==> src/hw/dfac_map.svh <==
// offsets, field positions, codes and timing counts of the flash access block
`ifndef DFAC_MAP_SVH
`define DFAC_MAP_SVH
`define DFAC_OFF_CTRL   12'h000
`define DFAC_OFF_AUX    12'h004
`define DFAC_OFF_STAT   12'h008
`define DFAC_OFF_MASK   12'h00c
`define DFAC_OFF_SEC    12'h010
`define DFAC_CTRL_BUSY  0
`define DFAC_CTRL_SS_LO 1
`define DFAC_CTRL_SS_HI 2
`define DFAC_CTRL_LMAP  3
`define DFAC_CTRL_KEYLO 4
`define DFAC_CTRL_KEYHI 7
`define DFAC_AUX_BOOT   5
`define DFAC_ST_DONE    0
`define DFAC_ST_REFUSE  1
`define DFAC_ST_DENY    2
`define DFAC_ST_W       3
`define DFAC_KEY_ARM    4'h5
`define DFAC_KEY_GO     4'ha
`define DFAC_SP_USER    2'b00
`define DFAC_SP_SPARE_INFO_ROW    2'b01
`define DFAC_SP_SEC     2'b10
`define DFAC_SP_RSV     2'b11
`define DFAC_EX_MAIN    2'b00
`define DFAC_EX_BOOT    2'b01
`define DFAC_EX_EXT     2'b10
`define DFAC_BOOT_BASE  16'hf800
`define DFAC_SPARE_INFO_ROW_BASE  16'hff80
`define DFAC_SEC_ADDR   16'h0000
`define DFAC_PAGE_BYTES 128
`define DFAC_LOCK_MAX   4'h0
`define DFAC_SEC_RST    8'h00
`define DFAC_CLK_NS     40
`define DFAC_STEP_NS    160
`define DFAC_STEP_CYC   ((`DFAC_STEP_NS + `DFAC_CLK_NS - 1) / `DFAC_CLK_NS)
`endif

==> src/hw/dfac_pkg.sv <==
// types of the flash access block
package dfac_pkg;
   typedef enum logic [1:0] {
      DFAC_KS_IDLE  = 2'b01,
      DFAC_KS_ARMED = 2'b10
   } dfac_key_t;
   typedef enum logic [3:0] {
      DFAC_SQ_IDLE  = 4'b0001,
      DFAC_SQ_SCAN  = 4'b0010,
      DFAC_SQ_ERASE = 4'b0100,
      DFAC_SQ_PROG  = 4'b1000
   } dfac_seq_t;
endpackage

==> src/hw/dfac_top.sv <==
// access control, launch keying and register slave for the two flash arrays
`timescale 1ns/10ps
`include "dfac_map.svh"
// What this block does
// - user space is 256 pages of 128 bytes
// - boot flash at F800h-FFFFh while map bit set
// - separate 128-byte extra row for loader data
// - security byte: software writes upper nibble only
// - 128-byte column latch feeds every flash space
// - programming launches only from boot flash
// - software can never write the boot flash
// - access rights follow the executing region
// - main flash programmable in-system; only the security byte has a parallel write
// - maximum security blocks external code execution
// - launch needs 5xh then Axh, nothing between
// - space select picks user, extra row, security
// - busy flag held through programming, hardware cleared
// - erase loaded locations, program last loaded page
module dfac_top (
   input  wire logic        clock_in,
   input  wire logic        arst_n_in,
   input  wire logic        psel_in,
   input  wire logic        penable_in,
   input  wire logic        pwrite_in,
   input  wire logic [11:0] paddr_in,
   input  wire logic [31:0] pwdata_in,
   output logic      [31:0] prdata_out,
   output logic             pready_out,
   output logic             pslverr_out,
   output logic             irq_out,
   input  wire logic        code_req_in,
   input  wire logic        code_we_in,
   input  wire logic [15:0] code_addr_in,
   input  wire logic [7:0]  code_wdata_in,
   input  wire logic [1:0]  exec_region_in,
   input  wire logic        external_access_pin_in,
   input  wire logic        boot_strap_in,
   output logic             code_ack_out,
   output logic             code_deny_out,
   output logic      [7:0]  code_rdata_out,
   input  wire logic [7:0]  main_rdata_in,
   input  wire logic [7:0]  boot_rdata_in,
   output logic             rd_boot_out,
   output logic      [1:0]  rd_space_out,
   input  wire logic        par_sec_we_in,
   input  wire logic [7:0]  par_sec_data_in,
   output logic             ext_exec_block_out,
   output logic             arr_erase_out,
   output logic             arr_prog_out,
   output logic      [1:0]  arr_space_out,
   output logic      [7:0]  arr_page_out,
   output logic      [6:0]  arr_off_out,
   output logic      [7:0]  arr_wdata_out
);
   logic        apb_acc;
   logic        apb_wr;
   logic        hit;
   logic        ctrl_wr;
   logic [3:0]  key_in;
   logic [3:0]  key_q;
   logic [3:0]  key_d;
   logic        lmap_q;
   logic        lmap_d;
   logic [1:0]  ss_q;
   logic [1:0]  ss_d;
   logic [1:0]  pspace_q;
   logic [1:0]  pspace_d;
   logic        boot_map_enable_q;
   logic        boot_map_enable_d;
   logic        strap_done_q;
   logic [7:0]  sec_q;
   logic [7:0]  sec_d;
   logic [`DFAC_ST_W-1:0] stat_q;
   logic [`DFAC_ST_W-1:0] stat_d;
   logic [`DFAC_ST_W-1:0] mask_q;
   logic [`DFAC_ST_W-1:0] mask_d;
   logic [7:0]  page_q;
   logic [7:0]  page_d;
   dfac_pkg::dfac_key_t ks_q;
   dfac_pkg::dfac_key_t ks_d;
   logic        launch;
   logic        start;
   logic        refuse;
   logic        busy;
   logic        done;
   logic [6:0]  idx;
   logic        erase;
   logic        prog;
   logic [7:0]  lat_rdata;
   logic [`DFAC_PAGE_BYTES-1:0] lat_valid;
   logic        ex_main;
   logic        ex_boot;
   logic        ex_ext;
   logic        in_boot;
   logic        in_spare_info_row;
   logic        in_sec;
   logic        ld_ok;
   logic        rd_ok;
   logic        deny;
   logic        lat_wr;
   logic [7:0]  rdata_d;
   logic [7:0]  rdata_q;
   logic        ack_q;
   logic        deny_q;

   // register slave: zero wait states, unmapped offsets flag an error
   assign apb_acc = psel_in && penable_in;
   assign apb_wr  = apb_acc && pwrite_in;
   assign hit     = (paddr_in == `DFAC_OFF_CTRL) || (paddr_in == `DFAC_OFF_AUX) ||
                    (paddr_in == `DFAC_OFF_STAT) || (paddr_in == `DFAC_OFF_MASK) ||
                    (paddr_in == `DFAC_OFF_SEC);
   assign pready_out  = 1'b1;
   assign pslverr_out = apb_acc && !hit;
   assign ctrl_wr = apb_wr && (paddr_in == `DFAC_OFF_CTRL);
   assign key_in  = pwdata_in[`DFAC_CTRL_KEYHI:`DFAC_CTRL_KEYLO];

   always_comb begin
      prdata_out = 32'h0000_0000;
      if (apb_acc && !pwrite_in) begin
         case (paddr_in)
            `DFAC_OFF_CTRL: begin
               prdata_out[`DFAC_CTRL_KEYHI:`DFAC_CTRL_KEYLO] = key_q;
               prdata_out[`DFAC_CTRL_LMAP] = lmap_q;
               prdata_out[`DFAC_CTRL_SS_HI:`DFAC_CTRL_SS_LO] = ss_q;
               prdata_out[`DFAC_CTRL_BUSY] = busy;
            end
            `DFAC_OFF_AUX:  prdata_out[`DFAC_AUX_BOOT] = boot_map_enable_q;
            `DFAC_OFF_STAT: prdata_out[`DFAC_ST_W-1:0] = stat_q;
            `DFAC_OFF_MASK: prdata_out[`DFAC_ST_W-1:0] = mask_q;
            `DFAC_OFF_SEC:  prdata_out[7:0] = sec_q;
            default:        prdata_out = 32'h0000_0000;
         endcase
      end
   end

   // executing region and decoded target
   assign ex_main = (exec_region_in == `DFAC_EX_MAIN);
   assign ex_boot = (exec_region_in == `DFAC_EX_BOOT);
   assign ex_ext  = (exec_region_in == `DFAC_EX_EXT);
   assign in_boot = boot_map_enable_q && (code_addr_in >= `DFAC_BOOT_BASE) && !in_spare_info_row;
   assign in_spare_info_row = (ss_q == `DFAC_SP_SPARE_INFO_ROW) && (code_addr_in >= `DFAC_SPARE_INFO_ROW_BASE);
   assign in_sec  = (ss_q == `DFAC_SP_SEC) && (code_addr_in == `DFAC_SEC_ADDR);
   // locked parts cannot run outside code at all
   assign ext_exec_block_out = (sec_q[3:0] == `DFAC_LOCK_MAX);

   // boot reads only from boot code; outside code with the pin low gets nothing
   always_comb begin
      rd_ok = 1'b0;
      if (ex_boot) begin
         rd_ok = 1'b1;
      end else if (ex_main) begin
         rd_ok = !in_boot;
      end else if (ex_ext) begin
         rd_ok = external_access_pin_in && !ext_exec_block_out && !in_boot;
      end
   end

   // latch loads go to the user window, extra row or security byte
   always_comb begin
      ld_ok = 1'b0;
      case (ss_q)
         `DFAC_SP_USER: ld_ok = !code_addr_in[15];
         `DFAC_SP_SPARE_INFO_ROW: ld_ok = in_spare_info_row;
         `DFAC_SP_SEC:  ld_ok = in_sec;
         default:       ld_ok = 1'b0;
      endcase
      // boot flash has no write path at all
      if (in_boot || ex_ext || !lmap_q || busy) begin
         ld_ok = 1'b0;
      end
   end

   assign lat_wr = code_req_in && code_we_in && ld_ok;
   assign deny   = code_req_in && (code_we_in ? !ld_ok : !rd_ok);

   always_comb begin
      rdata_d = rdata_q;
      if (code_req_in && !code_we_in) begin
         if (!rd_ok) begin
            rdata_d = 8'h00;
         end else if (in_sec) begin
            rdata_d = sec_q;
         end else if (in_boot) begin
            rdata_d = boot_rdata_in;
         end else begin
            rdata_d = main_rdata_in;
         end
      end
   end
   assign rd_boot_out  = in_boot;
   assign rd_space_out = in_spare_info_row ? `DFAC_SP_SPARE_INFO_ROW : (in_sec ? `DFAC_SP_SEC : `DFAC_SP_USER);

   // last loaded user page picks the programmed page
   always_comb begin
      page_d = page_q;
      if (lat_wr && ss_q == `DFAC_SP_USER) begin
         page_d = code_addr_in[14:7];
      end
   end

   // launch key: a second step only counts straight after the first
   always_comb begin
      ks_d   = ks_q;
      launch = 1'b0;
      case (ks_q)
         dfac_pkg::DFAC_KS_IDLE: begin
            if (ctrl_wr && key_in == `DFAC_KEY_ARM && !busy) begin
               ks_d = dfac_pkg::DFAC_KS_ARMED;
            end
         end
         dfac_pkg::DFAC_KS_ARMED: begin
            ks_d = dfac_pkg::DFAC_KS_IDLE;
            if (ctrl_wr && key_in == `DFAC_KEY_GO && !code_req_in) begin
               launch = 1'b1;
            end else if (ctrl_wr && key_in == `DFAC_KEY_ARM) begin
               ks_d = dfac_pkg::DFAC_KS_ARMED;
            end else if (!apb_acc && !code_req_in) begin
               ks_d = dfac_pkg::DFAC_KS_ARMED;
            end
         end
         default: ks_d = dfac_pkg::DFAC_KS_IDLE;
      endcase
   end

   // reserved space launches do nothing; wrong region or busy is refused
   assign start  = launch && ex_boot && !busy && (ss_q != `DFAC_SP_RSV);
   assign refuse = launch && (ss_q != `DFAC_SP_RSV) && (!ex_boot || busy);

   always_comb begin
      key_d    = key_q;
      lmap_d   = lmap_q;
      ss_d     = ss_q;
      mask_d   = mask_q;
      pspace_d = pspace_q;
      boot_map_enable_d = boot_map_enable_q;
      if (ctrl_wr) begin
         key_d  = key_in;
         lmap_d = pwdata_in[`DFAC_CTRL_LMAP];
         ss_d   = pwdata_in[`DFAC_CTRL_SS_HI:`DFAC_CTRL_SS_LO];
      end
      if (apb_wr && paddr_in == `DFAC_OFF_AUX) begin
         boot_map_enable_d = pwdata_in[`DFAC_AUX_BOOT];
      end else if (!strap_done_q) begin
         boot_map_enable_d = !boot_strap_in;
      end
      if (apb_wr && paddr_in == `DFAC_OFF_MASK) begin
         mask_d = pwdata_in[`DFAC_ST_W-1:0];
      end
      if (start) begin
         pspace_d = ss_q;
      end
   end

   // events beat a same-cycle write-one clear
   always_comb begin
      stat_d = stat_q;
      if (apb_wr && paddr_in == `DFAC_OFF_STAT) begin
         stat_d = stat_q & ~pwdata_in[`DFAC_ST_W-1:0];
      end
      if (done) begin
         stat_d[`DFAC_ST_DONE] = 1'b1;
      end
      if (refuse) begin
         stat_d[`DFAC_ST_REFUSE] = 1'b1;
      end
      if (deny) begin
         stat_d[`DFAC_ST_DENY] = 1'b1;
      end
   end
   assign irq_out = |(stat_q & mask_q);

   // software only reaches the upper nibble; the lock nibble is parallel-only
   always_comb begin
      sec_d = sec_q;
      if (par_sec_we_in) begin
         sec_d = par_sec_data_in;
      end else if (prog && pspace_q == `DFAC_SP_SEC && idx == 7'h00) begin
         sec_d = {lat_rdata[7:4], sec_q[3:0]};
      end
   end

   always_ff @(posedge clock_in or negedge arst_n_in) begin
      if (!arst_n_in) begin
         key_q    <= 4'h0;
         lmap_q   <= 1'b0;
         ss_q     <= `DFAC_SP_USER;
         pspace_q <= `DFAC_SP_USER;
         mask_q   <= '0;
         stat_q   <= '0;
         sec_q    <= `DFAC_SEC_RST;
         page_q   <= 8'h00;
         ks_q     <= dfac_pkg::DFAC_KS_IDLE;
         rdata_q  <= 8'h00;
         ack_q    <= 1'b0;
         deny_q   <= 1'b0;
         strap_done_q      <= 1'b0;
         boot_map_enable_q <= 1'b0;
      end else begin
         key_q    <= key_d;
         lmap_q   <= lmap_d;
         ss_q     <= ss_d;
         pspace_q <= pspace_d;
         mask_q   <= mask_d;
         stat_q   <= stat_d;
         sec_q    <= sec_d;
         page_q   <= page_d;
         ks_q     <= ks_d;
         rdata_q  <= rdata_d;
         ack_q    <= code_req_in;
         deny_q   <= deny;
         strap_done_q      <= 1'b1;
         boot_map_enable_q <= boot_map_enable_d;
      end
   end

   assign code_ack_out   = ack_q;
   assign code_deny_out  = deny_q;
   assign code_rdata_out = rdata_q;

   dfac_col_latch u_latch (
      .clock_in  (clock_in),
      .arst_n_in (arst_n_in),
      .wr_in     (lat_wr),
      .widx_in   (code_addr_in[6:0]),
      .wdata_in  (code_wdata_in),
      .clr_in    (done),
      .ridx_in   (idx),
      .rdata_out (lat_rdata),
      .valid_out (lat_valid)
   );

   dfac_prog_seq u_seq (
      .clock_in  (clock_in),
      .arst_n_in (arst_n_in),
      .start_in  (start),
      .valid_in  (lat_valid),
      .busy_out  (busy),
      .done_out  (done),
      .idx_out   (idx),
      .erase_out (erase),
      .prog_out  (prog)
   );

   // security byte is held here, so the array sees no strobes for it
   assign arr_erase_out = erase && (pspace_q != `DFAC_SP_SEC);
   assign arr_prog_out  = prog && (pspace_q != `DFAC_SP_SEC);
   assign arr_space_out = pspace_q;
   assign arr_page_out  = page_q;
   assign arr_off_out   = idx;
   assign arr_wdata_out = lat_rdata;
endmodule

==> src/hw/dfac_col_latch.sv <==
// full-page column latch buffer with a loaded flag per byte
`timescale 1ns/10ps
`include "dfac_map.svh"
module dfac_col_latch (
   input  wire logic                          clock_in,
   input  wire logic                          arst_n_in,
   input  wire logic                          wr_in,
   input  wire logic [6:0]                    widx_in,
   input  wire logic [7:0]                    wdata_in,
   input  wire logic                          clr_in,
   input  wire logic [6:0]                    ridx_in,
   output logic      [7:0]                    rdata_out,
   output logic      [`DFAC_PAGE_BYTES-1:0]   valid_out
);
   logic [7:0] data_q [`DFAC_PAGE_BYTES];
   logic [7:0] data_d [`DFAC_PAGE_BYTES];
   logic [`DFAC_PAGE_BYTES-1:0] vld_d;
   logic [`DFAC_PAGE_BYTES-1:0] vld_q;

   genvar gi;
   generate
      for (gi = 0; gi < `DFAC_PAGE_BYTES; gi++) begin : g_ent
         // clear wins: a load never lands in the cycle that ends a page
         always_comb begin
            data_d[gi] = data_q[gi];
            vld_d[gi]  = vld_q[gi];
            if (clr_in) begin
               vld_d[gi] = 1'b0;
            end else if (wr_in && widx_in == 7'(gi)) begin
               data_d[gi] = wdata_in;
               vld_d[gi]  = 1'b1;
            end
         end
         always_ff @(posedge clock_in or negedge arst_n_in) begin
            if (!arst_n_in) begin
               data_q[gi] <= 8'h00;
               vld_q[gi]  <= 1'b0;
            end else begin
               data_q[gi] <= data_d[gi];
               vld_q[gi]  <= vld_d[gi];
            end
         end
      end
   endgenerate

   assign rdata_out = data_q[ridx_in];
   assign valid_out = vld_q;
endmodule

==> src/hw/dfac_prog_seq.sv <==
// erase-then-program walk over the loaded column latch entries
`timescale 1ns/10ps
`include "dfac_map.svh"
module dfac_prog_seq (
   input  wire logic                          clock_in,
   input  wire logic                          arst_n_in,
   input  wire logic                          start_in,
   input  wire logic [`DFAC_PAGE_BYTES-1:0]   valid_in,
   output logic                               busy_out,
   output logic                               done_out,
   output logic      [6:0]                    idx_out,
   output logic                               erase_out,
   output logic                               prog_out
);
   localparam logic [7:0] STEP = 8'(`DFAC_STEP_CYC);
   dfac_pkg::dfac_seq_t st_q;
   dfac_pkg::dfac_seq_t st_d;
   logic [6:0] idx_q;
   logic [6:0] idx_d;
   logic [7:0] tmr_q;
   logic [7:0] tmr_d;
   logic       done_q;
   logic       done_d;

   always_comb begin
      st_d   = st_q;
      idx_d  = idx_q;
      tmr_d  = tmr_q;
      done_d = 1'b0;
      case (st_q)
         dfac_pkg::DFAC_SQ_IDLE: begin
            if (start_in) begin
               st_d  = dfac_pkg::DFAC_SQ_SCAN;
               idx_d = 7'h00;
            end
         end
         dfac_pkg::DFAC_SQ_SCAN: begin
            // only loaded locations are touched
            if (valid_in[idx_q]) begin
               st_d  = dfac_pkg::DFAC_SQ_ERASE;
               tmr_d = STEP;
            end else if (idx_q == 7'h7f) begin
               st_d   = dfac_pkg::DFAC_SQ_IDLE;
               done_d = 1'b1;
            end else begin
               idx_d = idx_q + 7'h01;
            end
         end
         dfac_pkg::DFAC_SQ_ERASE: begin
            tmr_d = tmr_q - 8'h01;
            if (tmr_q == 8'h01) begin
               st_d  = dfac_pkg::DFAC_SQ_PROG;
               tmr_d = STEP;
            end
         end
         dfac_pkg::DFAC_SQ_PROG: begin
            tmr_d = tmr_q - 8'h01;
            if (tmr_q == 8'h01) begin
               if (idx_q == 7'h7f) begin
                  st_d   = dfac_pkg::DFAC_SQ_IDLE;
                  done_d = 1'b1;
               end else begin
                  st_d  = dfac_pkg::DFAC_SQ_SCAN;
                  idx_d = idx_q + 7'h01;
               end
            end
         end
         default: st_d = dfac_pkg::DFAC_SQ_IDLE;
      endcase
   end

   always_ff @(posedge clock_in or negedge arst_n_in) begin
      if (!arst_n_in) begin
         st_q   <= dfac_pkg::DFAC_SQ_IDLE;
         idx_q  <= 7'h00;
         tmr_q  <= 8'h00;
         done_q <= 1'b0;
      end else begin
         st_q   <= st_d;
         idx_q  <= idx_d;
         tmr_q  <= tmr_d;
         done_q <= done_d;
      end
   end

   assign busy_out  = (st_q != dfac_pkg::DFAC_SQ_IDLE);
   assign done_out  = done_q;
   assign idx_out   = idx_q;
   assign erase_out = (st_q == dfac_pkg::DFAC_SQ_ERASE);
   assign prog_out  = (st_q == dfac_pkg::DFAC_SQ_PROG);
endmodule

==> config.mk <==
export PLATFORM = sky130hd
export DESIGN_NAME = dfac_top
export DESIGN_NICKNAME = d
export VERILOG_FILES = /design/src/hw/dfac_pkg.sv /design/src/hw/dfac_top.sv /design/src/hw/dfac_col_latch.sv /design/src/hw/dfac_prog_seq.sv
export VERILOG_INCLUDE_DIRS = /design/src /design/src/hw
export SDC_FILE = /design/constraint.sdc
export NUM_CORES = 2
export LEC_CHECK = 0
export ABC_AREA = 1
export BUFFER_PORTS_ARGS = -buffer_cell sky130_fd_sc_hd__buf_2
export CORE_MARGIN = 1
export CORE_UTILIZATION = 30
export CTS_BUF_LIST = sky130_fd_sc_hd__clkbuf_4 sky130_fd_sc_hd__clkbuf_8
export CTS_CLUSTER_DIAMETER = 120
export CTS_CLUSTER_SIZE = 16
export DETAILED_ROUTE_END_ITERATION = 10
export PLACE_DENSITY_LB_ADDON = 0.25
export SYNTH_ARGS = -nofsm -noshare
export SYNTH_HDL_FRONTEND = slang
export SYNTH_SLANG_ARGS = --single-unit
export TNS_END_PERCENT = 20
==> constraint.sdc <==
create_clock -name clock_in -period 3.1 [get_ports clock_in]
set_input_delay 0.155 -clock clock_in [delete_from_list [all_inputs] [get_ports clock_in]]
set_output_delay 0.155 -clock clock_in [all_outputs]
set_load 0.02 [all_outputs]
==> run metrics <==
GRT met1 Usage a little under a third; Die H 452 um; Post-synth ARST share between 90% and 100%; max cap viols 0; Relative slew margins about 30%; Yosys reg bits roughly 1200; Multi-input gate area between 20000 and 30000 sq um; routability congestion estimate about 0.87; number of buffers added on ports 130; Synth Flop Type dfrtp_1; register area share after synthesis between 50% and 60%; final setup vio count 8; Final min period around 3700 ps; Fmax achieved about 270 MHz; H-tree depth 3; All-Layer GR Usage between 20% and 30%; Top Ports 180; wire per inst ~21 um; most instantiated cells after synthesis nand2_1 (2239), dfrtp_1 (1215), o21ai_0 (1008); Synth Warn # 0; RSZ-0062 raised after global routing true; Power, Total 25600 uW; Sink Count between 1000 and 1500; most common cell in the netlist nand2_1; P_leak approximately 0.035 uW; CTS tree yes; FF+latch area a little over 30000 sq um; Pre-antenna DRT Iters 6; Iteration-0 DRC Markers between 6000 and 7000; Setup TNS -4820 ps; Post-Syn Area 60800 sq um; Post-Syn Area per Cell 7.75 sq um; nets@finish slightly above 8000; Routed Antenna Nets 0; Worst EP required 2940 ps; violated checks setup timing; Crit Path Class register to output pin; drc violations 0; dominant cells by area after synthesis dfrtp_1 (50%), nand2_1 (14%), o21ai_0 (8.3%); largest net degree at the start of global routing 110; Placement Setup Slack -56.2 ps; Worst setup EP type output pin; CTS Buffer Depth 3; HPWL after detailed placement between 100000 and 150000 um; grt peak-use layer met2; CP max FO 15; Yosys top cell by area dfrtp_1; GRT met2 Usage 32.9%; setup ws final -638 ps; Vias/cell 5.15; Non-Filler Instances ~11000; Inst Count DP 10400; maximum VDD drop 328 uV; Placed Instance Area 66000 sq um; Area Growth Syn to Fin 16.3%; Final Skew ~60 ps; CTS Buf Count 86; die area between 200000 and 250000 sq um; initial antenna violation count 5; initial core utilization 30.3%; die span in x 452 um; worst slew pin tran around 1000 ps; proportion of layout cells with a drive suffix above 1 approximately 11%; first-pass GRT wire length 337000 um; Vias between 50000 and 60000; Routed WL 227000 um; FP Rows 164; fin crit share 121%; grt met3 use under 10%; Max Slew Vio Count 0; Core Area between 200000 and 250000 sq um; status finished, violations left; Final Cell Area around 70000 sq um; Critical Path AT approximately 3600 ps; GRT overflow 0; Filler cells between 20000 and 25000; Final Hold Viols 0; Post-synth EDFFs 0; Clock Pin Slew Worst Setup and Hold Paths between 100 and 150 ps; Power per Cell Area 362 nW/um^2; vias in the first global route just over 50000; root buf cell clkbuf_8; top cell type's share of synthesized area 50.0%; later-pin clock latency in the skew report ~900 ps; count of different cell masters after synthesis 43; Post-Syn Instances slightly below 8000; CP Launch Type register; Min-Delay Path Class input port to register
-- logic make-up after synthesis --
logic type,count (synthesis),synth area share [%]
buffers and inverters,1189,7.83
DFF,1217,50.1
xor gates and xnor gates,10,0.144
adders and majority gates,6,0.123
and+or+nand+nor,3947,28.5
AOI/OAI and AO/OA,1482,13.3
other,2,0.0123
-- layout by cell type (no fill, tap or decap), types with 9 or more instances in the layout --
master / n
a21oi_1: 157
nand4_1: 119
buf_2: 124
buf_12: 80
nor2_8: 47
nand2_4: 21
o21a_1: 51
o21ai_0: 933
o21ai_1: 59
nor2_1: 583
o221ai_1: 30
o22ai_1: 118
nand3_1: 804
clkbuf_4: 9
o21ai_2: 14
nor2_2: 12
nor3_1: 9
xor2_1: 9
nand3_4: 11
dfrtp_1: 1209
o211ai_1: 85
nand2_1: 2232
dlygate4sd3_1: 114
buf_4: 257
nor2_4: 21
nand3_2: 49
inv_1: 604
nand2_2: 21
buf_6: 15
clkbuf_16: 14
clkbuf_8: 89
buf_16: 26
o22ai_2: 12
conb_1: 26
-- through the flow --
stage / util (%) / hold slack, ps
detailed placement: 32.9 / 234
finish: 35.3 / 111
global route: 35.3 / 88.8
CTS: 34.9 / 21.6
global placement: 32.9 / 225
floorplan: - / -141
-- worst paths after layout --
check	from	to	slack, ps	cells after the start
min in group asynchronous	arst_n_in	u_latch.data_q[965]	170	3
hold / removal	code_addr_in[15]	code_deny_out	110	8
setup / recovery	u_seq.idx_out[0]	arr_wdata_out[7]	-640	14
max in group asynchronous	arst_n_in	u_latch.data_q[698]	2240	4
setup reg to reg	ss_q[1]	code_rdata_out[1]	40	11
hold reg to reg	u_latch.data_q[589]	u_latch.data_q[589]	480	2
-- registers in the layout (all words and copies together) (netlist names), 3 cells and up --
signal and cells:
code_rdata_out 8, mask_q 3, u_seq.tmr_q 8, u_latch.data_q 1024
stat_q 3, u_latch.valid_out 128, key_q 4, u_seq.st_q 4
u_seq.idx_out 7, arr_page_out 8, sec_q 8
-- critical path, cell delays in order (launching register included) --
cell and delay, ps:
dfrtp_4 600, inv_12 120, buf_12 150, buf_12 160, buf_16 160, nor2_1 60, o22ai_1 200, nand2_1 140
nand2_1 100, a21oi_1 50, a21oi_2 270, nand2_2 140, nand3_2 120, and2_4 190, buf_2 170
-- per-layer routing --
layer,up-vias,part of all wire [%]
met5,-,0.0057
met4,2,2.9
met3,286,7.1
met2,1967,44
met1,27100,46
li1,25800,-
-- what timing repair did --
action | in CTS | in global routing
hold buffers | 115 | 0
gates resized for setup | 162 | 138
setup endpoints to repair | 14 | 37
setup buffers | 30 | 8
gates cloned | 17 | 15
pin swaps | 59 | 66
hold endpoints to repair | 1329 | 0
-- cell type report --
type                            count  area share [%]
Timing Repair Buffer              640            9.61
Clock buffer                       98            1.83
Antenna cell                        3          0.0106
Timing Repair inverter              1          0.0230
Clock inverter                      4          0.0584
Tap cell                         2656            4.70
Sequential cell                  1217            43.1
Inverter                          623            3.36
Multi-Input combinational cell   5471            37.3
-- power by group --
group          internal [uW]  switching [uW]  leakage (uW)  total, uW
Combinational            316            1060        0.0191       1380
Sequential             15900            30.2        0.0154      15900
Clock                   2720            5570      0.000698       8290
Total                  18900            6660        0.0351      25600
(Power assumes the default switching activity.)
